==> config.mk <==
export PLATFORM = sky130hd
export DESIGN_NAME = rtie_event_irq
export DESIGN_NICKNAME = d
export VERILOG_FILES = /design/src/hw/rtie_pkg.sv /design/src/hw/rtie_event_irq.sv
export VERILOG_INCLUDE_DIRS = /design/src /design/src/hw
export SDC_FILE = /design/constraint.sdc
export NUM_CORES = 1
export LEC_CHECK = 0
export ABC_AREA = 1
export BUFFER_PORTS_ARGS = -buffer_cell sky130_fd_sc_hd__buf_4
export CORE_MARGIN = 1.5
export CORE_UTILIZATION = 42
export DETAILED_ROUTE_END_ITERATION = 8
export MAX_ROUTING_LAYER = met4
export PLACE_DENSITY = 0.83
export SYNTH_ARGS = -nofsm -noshare
export SYNTH_HDL_FRONTEND = slang
export SYNTH_SLANG_ARGS = --single-unit
==> constraint.sdc <==
create_clock -name aclk -period 1.5 [get_ports aclk]
set_input_delay 0.075 -clock aclk [delete_from_list [all_inputs] [get_ports aclk]]
set_output_delay 0.075 -clock aclk [all_outputs]
set_load 0.01 [all_outputs]
==> src/hw/rtie_defines.svh <==
// Register offsets, field positions, reset values and widths of the RT event interrupt block.
`ifndef RTIE_DEFINES_SVH
`define RTIE_DEFINES_SVH

`define RTIE_IDX_PENDING   8'h09
`define RTIE_IDX_ENABLE    8'h12
`define RTIE_IDX_OUT_EN    8'h16
`define RTIE_IDX_CONFIG    8'h17
`define RTIE_ADDR_W        12

`define RTIE_BIT_RESET_CMD 8
`define RTIE_BIT_IDX_ZERO  7
`define RTIE_BIT_ILLEGAL   6
`define RTIE_BIT_BCAST     5
`define RTIE_BIT_MSG_ERR   4
`define RTIE_EVT_MASK      16'h01f0

`define RTIE_CFG_AUTO_RST  0
`define RTIE_CFG_RST_ACK   1
`define RTIE_CFG_BCST_INV  2
`define RTIE_CFG_MASK      16'h0005

`define RTIE_RESET_REG     16'h0000
`define RTIE_BCAST_ADDR    5'h1f
`define RTIE_MC_RESET      5'h08
`define RTIE_SA_MODE_LO    5'h00
`define RTIE_SA_MODE_HI    5'h1f
`define RTIE_IDX_ONE       8'h01

`define RTIE_RESP_OKAY     2'h0
`define RTIE_RESP_DECERR   2'h3

`endif

==> src/hw/rtie_pkg.sv <==
// Types shared by the RT event interrupt block.
package rtie_pkg;

    // Strobes and levels from the terminal protocol engine, valid in the cycle they are high.
    typedef struct packed {
        logic        cmd_valid;
        logic [15:0] cmd_word;
        logic        illegal_bit;
        logic        idx_dec;
        logic [7:0]  idx_prev;
        logic        idx_mode;
        logic        circ_mode;
        logic        circ_done;
        logic        message_error_event_manchester;
        logic        message_error_event_protocol;
        logic        msg_done;
    } rtie_evt_in_t;

    // Reply shaping towards the transmitter and the interrupt log write port.
    typedef struct packed {
        logic        status_only;
        logic        message_error_status_flag;
        logic        log_write;
        logic [15:0] log_word;
    } rtie_resp_out_t;

endpackage : rtie_pkg
==> src/hw/rtie_event_irq.sv <==
// RT event interrupt block: event capture, enable, pending, output enable and AXI4-Lite registers.

`include "rtie_defines.svh"

module rtie_event_irq (
    input  wire logic                    aclk,
    input  wire logic                    aresetn,
    input  wire logic [`RTIE_ADDR_W-1:0] s_axi_awaddr,
    input  wire logic                    s_axi_awvalid,
    output logic                         s_axi_awready,
    input  wire logic [31:0]             s_axi_wdata,
    input  wire logic [3:0]              s_axi_wstrb,
    input  wire logic                    s_axi_wvalid,
    output logic                         s_axi_wready,
    output logic [1:0]                   s_axi_bresp,
    output logic                         s_axi_bvalid,
    input  wire logic                    s_axi_bready,
    input  wire logic [`RTIE_ADDR_W-1:0] s_axi_araddr,
    input  wire logic                    s_axi_arvalid,
    output logic                         s_axi_arready,
    output logic [31:0]                  s_axi_rdata,
    output logic [1:0]                   s_axi_rresp,
    output logic                         s_axi_rvalid,
    input  wire logic                    s_axi_rready,
    input  wire rtie_pkg::rtie_evt_in_t  evt_in,
    output rtie_pkg::rtie_resp_out_t     resp_out,
    output logic                         terminal_reset_request,
    output logic                         auto_reset_pulse,
    output logic                         irq
);

    function automatic logic is_bcast(input logic [15:0] w);
        return w[15:11] == `RTIE_BCAST_ADDR;
    endfunction : is_bcast

    function automatic logic is_reset_cmd(input logic [15:0] w);
        return (w[9:5] == `RTIE_SA_MODE_LO || w[9:5] == `RTIE_SA_MODE_HI)
            && w[4:0] == `RTIE_MC_RESET && w[10];
    endfunction : is_reset_cmd

    function automatic logic [7:0] word_index(input logic [`RTIE_ADDR_W-1:0] a);
        return a[9:2];
    endfunction : word_index

    function automatic logic [15:0] merge16(input logic [15:0] old, input logic [31:0] d, input logic [3:0] s);
        return {s[1] ? d[15:8] : old[15:8], s[0] ? d[7:0] : old[7:0]};
    endfunction : merge16

    logic [15:0] pending_q, pending_d;
    logic [15:0] enable_q, enable_d;
    logic [15:0] out_en_q, out_en_d;
    logic [15:0] config_q, config_d;
    logic [15:0] acc_q, acc_d;
    logic        rst_req_q, rst_req_d;
    logic        auto_q, auto_d;
    logic        message_error_event_flag_q, message_error_event_flag_d;
    logic        log_wr_q, log_wr_d;
    logic [15:0] log_word_q, log_word_d;
    logic        bvalid_q, bvalid_d;
    logic [1:0]  bresp_q, bresp_d;
    logic        rvalid_q, rvalid_d;
    logic [1:0]  rresp_q, rresp_d;
    logic [31:0] rdata_q, rdata_d;

    logic        wr_go, rd_go;
    logic [7:0]  wr_idx, rd_idx;
    logic [15:0] raw_evt, en_evt, msg_set;
    logic        reset_cmd, bcast_ok, illegal_cmd, message_error_event_now;

    assign s_axi_awready = s_axi_awvalid && s_axi_wvalid && !bvalid_q;
    assign s_axi_wready  = s_axi_awready;
    assign s_axi_arready = !rvalid_q;
    assign wr_go         = s_axi_awready;
    assign rd_go         = s_axi_arvalid && !rvalid_q;
    assign wr_idx        = word_index(s_axi_awaddr);
    assign rd_idx        = word_index(s_axi_araddr);

    assign s_axi_bvalid = bvalid_q;
    assign s_axi_bresp  = bresp_q;
    assign s_axi_rvalid = rvalid_q;
    assign s_axi_rresp  = rresp_q;
    assign s_axi_rdata  = rdata_q;

    // Event decode from the protocol engine.
    always_comb begin
        reset_cmd   = evt_in.cmd_valid && is_reset_cmd(evt_in.cmd_word);
        bcast_ok    = !config_q[`RTIE_CFG_BCST_INV];
        illegal_cmd = evt_in.cmd_valid && evt_in.illegal_bit;
        message_error_event_now    = evt_in.message_error_event_manchester || evt_in.message_error_event_protocol;
        raw_evt     = `RTIE_RESET_REG;
        raw_evt[`RTIE_BIT_RESET_CMD] = reset_cmd;
        raw_evt[`RTIE_BIT_IDX_ZERO]  = (evt_in.idx_mode && evt_in.idx_dec && evt_in.idx_prev == `RTIE_IDX_ONE)
                                    || (evt_in.circ_mode && evt_in.circ_done);
        raw_evt[`RTIE_BIT_ILLEGAL]   = illegal_cmd;
        raw_evt[`RTIE_BIT_BCAST]     = evt_in.cmd_valid && bcast_ok && is_bcast(evt_in.cmd_word);
        raw_evt[`RTIE_BIT_MSG_ERR]   = message_error_event_now || illegal_cmd;
        en_evt      = raw_evt & enable_q & `RTIE_EVT_MASK;
        msg_set     = acc_q | en_evt;
    end

    // Event accumulation, pending, reset request, reply shaping and log.
    always_comb begin
        acc_d       = evt_in.msg_done ? `RTIE_RESET_REG : msg_set;
        pending_d   = pending_q;
        rst_req_d   = rst_req_q;
        auto_d      = 1'b0;
        message_error_event_flag_d = evt_in.msg_done ? 1'b0 : (message_error_event_flag_q || message_error_event_now || illegal_cmd);
        log_wr_d    = 1'b0;
        log_word_d  = log_word_q;
        if (rd_go && rd_idx == `RTIE_IDX_PENDING) begin
            pending_d = `RTIE_RESET_REG;
        end
        if (wr_go && wr_idx == `RTIE_IDX_CONFIG && s_axi_wstrb[0] && s_axi_wdata[`RTIE_CFG_RST_ACK]) begin
            rst_req_d = 1'b0;
        end
        if (rst_req_q && config_q[`RTIE_CFG_AUTO_RST]) begin
            rst_req_d = 1'b0;
            auto_d    = 1'b1;
        end
        if (reset_cmd && (!enable_q[`RTIE_BIT_RESET_CMD] || is_bcast(evt_in.cmd_word))) begin
            rst_req_d = 1'b1;
        end
        if (evt_in.msg_done && msg_set != `RTIE_RESET_REG) begin
            pending_d  = pending_d | msg_set;
            log_wr_d   = 1'b1;
            log_word_d = pending_q | msg_set;
        end
    end

    always_ff @(posedge aclk) begin
        if (!aresetn) begin
            acc_q       <= `RTIE_RESET_REG;
            pending_q   <= `RTIE_RESET_REG;
            rst_req_q   <= 1'b0;
            auto_q      <= 1'b0;
            message_error_event_flag_q <= 1'b0;
            log_wr_q    <= 1'b0;
            log_word_q  <= `RTIE_RESET_REG;
        end else begin
            acc_q       <= acc_d;
            pending_q   <= pending_d;
            rst_req_q   <= rst_req_d;
            auto_q      <= auto_d;
            message_error_event_flag_q <= message_error_event_flag_d;
            log_wr_q    <= log_wr_d;
            log_word_q  <= log_word_d;
        end
    end

    assign resp_out = '{status_only:               illegal_cmd,
                        message_error_status_flag: message_error_event_flag_q || illegal_cmd,
                        log_write:                 log_wr_q,
                        log_word:                  log_word_q};
    assign terminal_reset_request             = rst_req_q;
    assign auto_reset_pulse                   = auto_q;
    assign irq                                = |(pending_q & out_en_q);

    // Register bus: writes and reads, one of each at a time.
    always_comb begin
        enable_d = enable_q;
        out_en_d = out_en_q;
        config_d = config_q;
        bvalid_d = bvalid_q && !s_axi_bready;
        bresp_d  = bresp_q;
        rvalid_d = rvalid_q && !s_axi_rready;
        rresp_d  = rresp_q;
        rdata_d  = rdata_q;
        if (wr_go) begin
            bvalid_d = 1'b1;
            bresp_d  = `RTIE_RESP_OKAY;
            unique case (wr_idx)
                `RTIE_IDX_ENABLE: enable_d = merge16(enable_q, s_axi_wdata, s_axi_wstrb) & `RTIE_EVT_MASK;
                `RTIE_IDX_OUT_EN: out_en_d = merge16(out_en_q, s_axi_wdata, s_axi_wstrb) & `RTIE_EVT_MASK;
                `RTIE_IDX_CONFIG: config_d = merge16(config_q, s_axi_wdata, s_axi_wstrb) & `RTIE_CFG_MASK;
                `RTIE_IDX_PENDING: bresp_d = `RTIE_RESP_OKAY;
                default: bresp_d = `RTIE_RESP_DECERR;
            endcase
        end
        if (rd_go) begin
            rvalid_d = 1'b1;
            rresp_d  = `RTIE_RESP_OKAY;
            unique case (rd_idx)
                `RTIE_IDX_PENDING: rdata_d = {16'h0000, pending_q};
                `RTIE_IDX_ENABLE:  rdata_d = {16'h0000, enable_q};
                `RTIE_IDX_OUT_EN:  rdata_d = {16'h0000, out_en_q};
                `RTIE_IDX_CONFIG:  rdata_d = {16'h0000, config_q};
                default: begin
                    rdata_d = 32'h0000_0000;
                    rresp_d = `RTIE_RESP_DECERR;
                end
            endcase
        end
    end

    always_ff @(posedge aclk) begin
        if (!aresetn) begin
            enable_q <= `RTIE_RESET_REG;
            out_en_q <= `RTIE_RESET_REG;
            config_q <= `RTIE_RESET_REG;
            bvalid_q <= 1'b0;
            bresp_q  <= `RTIE_RESP_OKAY;
            rvalid_q <= 1'b0;
            rresp_q  <= `RTIE_RESP_OKAY;
            rdata_q  <= 32'h0000_0000;
        end else begin
            enable_q <= enable_d;
            out_en_q <= out_en_d;
            config_q <= config_d;
            bvalid_q <= bvalid_d;
            bresp_q  <= bresp_d;
            rvalid_q <= rvalid_d;
            rresp_q  <= rresp_d;
            rdata_q  <= rdata_d;
        end
    end

    // Checks on the event path and the register bus.
    AST_UNUSED_ZERO: assert property (@(posedge aclk) disable iff (!aresetn)
        pending_q[15:9] == 7'h00 && enable_q[15:9] == 7'h00)
        else $error("Unused or reserved bits became set.");

    AST_BIT9_READ: assert property (@(posedge aclk) disable iff (!aresetn)
        rvalid_q |-> !rdata_q[9])
        else $error("Bit 9 read back as one.");

    AST_RESET_PEND: assert property (@(posedge aclk) disable iff (!aresetn)
        (reset_cmd && enable_q[8] && evt_in.msg_done && !(rd_go && rd_idx == `RTIE_IDX_PENDING))
        |=> pending_q[8])
        else $error("Enabled reset command did not set pending bit 8.");

    AST_RESET_PIN: assert property (@(posedge aclk) disable iff (!aresetn)
        (reset_cmd && !enable_q[8]) |=> terminal_reset_request ##1 (auto_reset_pulse || !config_q[0]))
        else $error("Reset request pin or automatic reset missing.");

    AST_RST_ACK: assert property (@(posedge aclk) disable iff (!aresetn)
        (wr_go && wr_idx == `RTIE_IDX_CONFIG && s_axi_wstrb[0] && s_axi_wdata[`RTIE_CFG_RST_ACK] && !reset_cmd)
        |=> !terminal_reset_request)
        else $error("Host acknowledge did not release the reset request.");

    AST_DISABLED_QUIET: assert property (@(posedge aclk) disable iff (!aresetn)
        (evt_in.msg_done && (acc_q | en_evt) == 16'h0000) |=> !log_wr_q && $stable(pending_q) || $fell(pending_q != 0))
        else $error("Disabled events touched pending or log.");

    // An index event either waits in the message accumulator or, at completion, lands in pending.
    AST_INDEX_ZERO: assert property (@(posedge aclk) disable iff (!aresetn)
        (((evt_in.idx_mode && evt_in.idx_dec && evt_in.idx_prev == 8'h01) || (evt_in.circ_mode && evt_in.circ_done))
         && enable_q[7]) |=> acc_q[7] || pending_q[7])
        else $error("Index reaching zero was not captured.");

    AST_ILLEGAL_REPLY: assert property (@(posedge aclk) disable iff (!aresetn)
        illegal_cmd |-> resp_out.status_only && resp_out.message_error_status_flag
        ##1 (resp_out.message_error_status_flag || $past(evt_in.msg_done)))
        else $error("Illegal command reply is not status only with error.");

    AST_BCAST: assert property (@(posedge aclk) disable iff (!aresetn)
        (evt_in.cmd_valid && evt_in.cmd_word[15:11] == 5'h1f && config_q[2]) |-> !raw_evt[5])
        else $error("Broadcast event raised while broadcast disabled.");

    AST_BCAST_SET: assert property (@(posedge aclk) disable iff (!aresetn)
        (evt_in.cmd_valid && is_bcast(evt_in.cmd_word) && !config_q[`RTIE_CFG_BCST_INV] && enable_q[5])
        |=> acc_q[5] || pending_q[5])
        else $error("Enabled broadcast command was not captured.");

    AST_PEND_SET: assert property (@(posedge aclk) disable iff (!aresetn)
        (evt_in.msg_done && msg_set != 16'h0000) |=> ((pending_q & $past(msg_set)) == $past(msg_set)) && log_wr_q)
        else $error("Message events not merged into pending in one update.");

    AST_LOG_WORD: assert property (@(posedge aclk) disable iff (!aresetn)
        (evt_in.msg_done && msg_set != 16'h0000) |=> (resp_out.log_word & $past(msg_set)) == $past(msg_set))
        else $error("Log word lacks the events of the message.");

    AST_IRQ: assert property (@(posedge aclk) disable iff (!aresetn)
        $rose(irq) |-> $past(evt_in.msg_done) || $past(wr_go && wr_idx == `RTIE_IDX_OUT_EN))
        else $error("Interrupt line rose without a message completion or enable write.");

    AST_IRQ_AT_DONE: assert property (@(posedge aclk) disable iff (!aresetn)
        (evt_in.msg_done && (msg_set & out_en_q) != 16'h0000 && !wr_go) |=> irq)
        else $error("Output enabled event did not raise the interrupt at completion.");

    AST_READ_CLEAR: assert property (@(posedge aclk) disable iff (!aresetn)
        (rd_go && rd_idx == 8'h09 && !evt_in.msg_done) |=> pending_q == 16'h0000 && rdata_q[15:0] == $past(pending_q))
        else $error("Pending read did not return then clear.");

    COV_IRQ: cover property (@(posedge aclk) disable iff (!aresetn) $rose(irq));
    COV_RESET_PIN: cover property (@(posedge aclk) disable iff (!aresetn) $rose(terminal_reset_request));
    COV_MULTI: cover property (@(posedge aclk) disable iff (!aresetn) evt_in.msg_done && msg_set[6] && msg_set[4]);
    COV_READ_CLR: cover property (@(posedge aclk) disable iff (!aresetn) rd_go && rd_idx == 8'h09 && pending_q != 0);

endmodule : rtie_event_irq

==> run metrics <==
outcome=finished, final reports clean; Post-Synthesis Cell Area=2390 um^2; share of the synthesized area in the top cell type=35.2%; Worst Reg2Reg Path Length in Cells=10; worst path cell trace=inv_1 > nand2_1 > nor2_1 > a21oi_2 > nand3_1 > nand2_2 > nand3_4 > nand2_1 > inv_1 > nor2_1; Antenna Nets Post-Route=0; Slew HR=64.0%; flop2flop setup slack=0.12 ns; final setup vio count=0; I/O Pins=around 160; CTS Sinks=42; Core ar.=5510 um^2; LEAKAGE=around 1.6 nW; maximum vdd ir drop=0.316 mV; met2 usage in global routing=35.1%; die span in x=78.5 um; Via density=4.55; H-Tree Depth=2; Yosys reg bits=42; Seq/Total Area, Yosys=35.2%; Setup TNS=0 ns; most frequent cells after synthesis=74 x nand2_1, 50 x nor2_1, 44 x inv_1; count leader, synth=nand2_1; DRC=0; Top FF cell, synth=dfxtp_1; Worst path max stage delay=0.34 ns; fin crit period=1.38 ns; total track usage=20.0%; Hold Crit Class=input pin to flop; Hold Path End=enable_q[4]$_SDFFE_PN0P_; CTS tree=yes; pwr dens=752 nW/um^2; busiest layer in global routing=met2; Worst-Skew Late Latency=0.29 ns; met3 usage=4.88%; R2R Path End=log_word_q[6]$_SDFFE_PN0P_; Tcrit/Tclk final=between 90% and 100%; required time worst endpoint=approximately 1.7 ns; EDFF count, synth=0; final WL=5.54 mm; unrepaired setup endpoints after global routing=false; fmax=723 MHz; Ys Warns=0; Syn Inst Count=between 300 and 400; Vias=roughly 2400; crit-path max FO=9; global-route wire length before repair=9.46 mm; fin nets=~550; biggest area consumer among synthesized cells=dfxtp_1; largest net degree at the start of global routing=29; max cap viols=0; initial antenna violation count=0; Initial Utilization=43.4%; Hold Violations, Final=0; Antenna diodes=0; dpl hpwl=4.56 mm; ys async rst share=0%; die footprint=6150 um^2; Row Count=27; Congestion Overflow GR=0; area grow syn2layout=30.7%; synth unique cells=28; layout cells sized above 1=around 28%; PortBufs=between 90 and 100; global routing met1 resource utilization=21.1%; Worst-Margin Slew=0.536 ns; Slew Viols, Final=0; number of CTS-inserted buffers=5; Crit Path Class=flop to flop; Initial DRC Count=138; Critical Path Start Type=flop; root cell of the clock tree=clkbuf_8; crit path DAT=1.62 ns; Synth area leaders=dfxtp_1 35%, buf_4 13%, nand2_1 12%; worst hold start=s_axi_wdata[4]; Clock Skew=0.00513 ns; CP bufs+invs=2; fin util=56.7%; worst r2r src=config_q[2]$_SDFFE_PN0P_; critical path endpoint category=flop; Worst path top cell family by delay=simple AND/OR/NAND/NOR gates; Die Span Y=78.5 um; filler cell count=524; clock-pin transition on the worst setup and hold timing paths=0.08 ns; router iterations before antenna repair=4; vias in the first global route=2236; CTS Buffer Depth=2; hold path cells=3; slowest CP cell=dfxtp_1; Avg Inst Size Synth=6.77 um^2; drt wl/cell=10.7 um; global placement routability congestion=0.932
[state kept, by name, indices dropped and copies added (netlist names), 2 cells and up]
signal       cells
config_q         2
log_word_q       5
acc_q            5
s_axi_rdata      7
out_en_q         5
pending_q        5
enable_q         5
[worst register-to-register path: stages, from the launching register on]
cell and delay [ns]:
dfxtp_1 0.34, inv_1 0.06, nand2_1 0.09, nor2_1 0.06
a21oi_2 0.15, nand3_1 0.11, nand2_2 0.16, nand3_4 0.15
nand2_1 0.09, inv_1 0.04, nor2_1 0.09
[layout make-up]
type / instances / area (um^2) / area share, %
clock buffers: 5 / 68.8 / 2.20
clock inverters: 3 / 40.0 / 1.28
inverters: 45 / 169 / 5.41
multi-input cells: 255 / 1180 / 37.8
flip-flops and latches: 42 / 841 / 26.9
well taps: 72 / 90.1 / 2.88
repair buffers: 98 / 736 / 23.5
[kinds of logic after synthesis]
group	Yosys count	share of synthesized area [%]
AO/OA/AOI/OAI	42	10.2
buffers and inverters	91	21.1
flip-flops	42	35.2
other	1	0.157
AND/OR/NAND/NOR	177	33.4
[cells in the final DEF, fill, tap and decap left out]
master	count
a21oi_1	16
o21ai_2	1
nand4_1	7
nand2_2	5
nand3b_1	4
and2_1	1
nor3_1	1
clkinv_2	2
dfxtp_1	42
a21oi_2	6
or2_2	1
buf_4	98
o21a_1	1
o2111ai_1	1
inv_1	44
nand3_1	26
a221oi_1	1
nor2_1	50
nor4_2	3
clkinv_1	1
bufinv_16	1
nand3_4	1
nor2_2	2
nor4_1	2
o21ai_0	16
clkbuf_8	5
conb_1	36
nand2_1	74
[power by group]
part	internal [mW]	total (mW)	switching [mW]
Combinational	0.169	0.341	0.172
Clock	0.490	0.879	0.389
Sequential	1.12	1.13	0.00575
[metal layers]
metal  part of all wire (%)  vias up
met2                     52       94
met4                    1.7        0
li1                       -     1227
met5                      0        -
met1                     40     1038
met3                    6.7        7
[stage by stage]
stage               hold slack, ns  cell area [um^2]  cells  setup WS (ns)  power, mW
finish                      0.0411              3120    520          0.117       2.35
global route                0.0482              3120    520         0.0176       2.46
CTS                         0.0330              3120    520         0.0608       2.38
detailed placement           0.342              3010    512          0.108       1.50
global placement             0.337              3010    512          0.169       1.49
floorplan                    0.239              2520    388          0.168       1.38
[worst max-delay path by stage]
stage	startpoint	to	slack, ns	depth (start not counted)
finish	config_q[2]$_SDFFE_PN0P_	log_word_q[6]$_SDFFE_PN0P_	0.12	10
global route	config_q[2]$_SDFFE_PN0P_	log_word_q[6]$_SDFFE_PN0P_	0.02	10
CTS	enable_q[6]$_SDFFE_PN0P_	log_word_q[5]$_SDFFE_PN0P_	0.06	9
detailed placement	enable_q[6]$_SDFFE_PN0P_	log_word_q[5]$_SDFFE_PN0P_	0.11	9
global placement	enable_q[6]$_SDFFE_PN0P_	log_word_q[4]$_SDFFE_PN0P_	0.17	9
floorplan	s_axi_bvalid$_SDFF_PN0_	enable_q[6]$_SDFFE_PN0P_	0.17	6
[repair_timing]
action,in CTS,in global routing
hold buffers,0,0
gates resized for setup,0,1
endpoints found under the setup margin,0,5
setup buffers,0,0
Note: power is estimated with default switching activity, not from simulation.
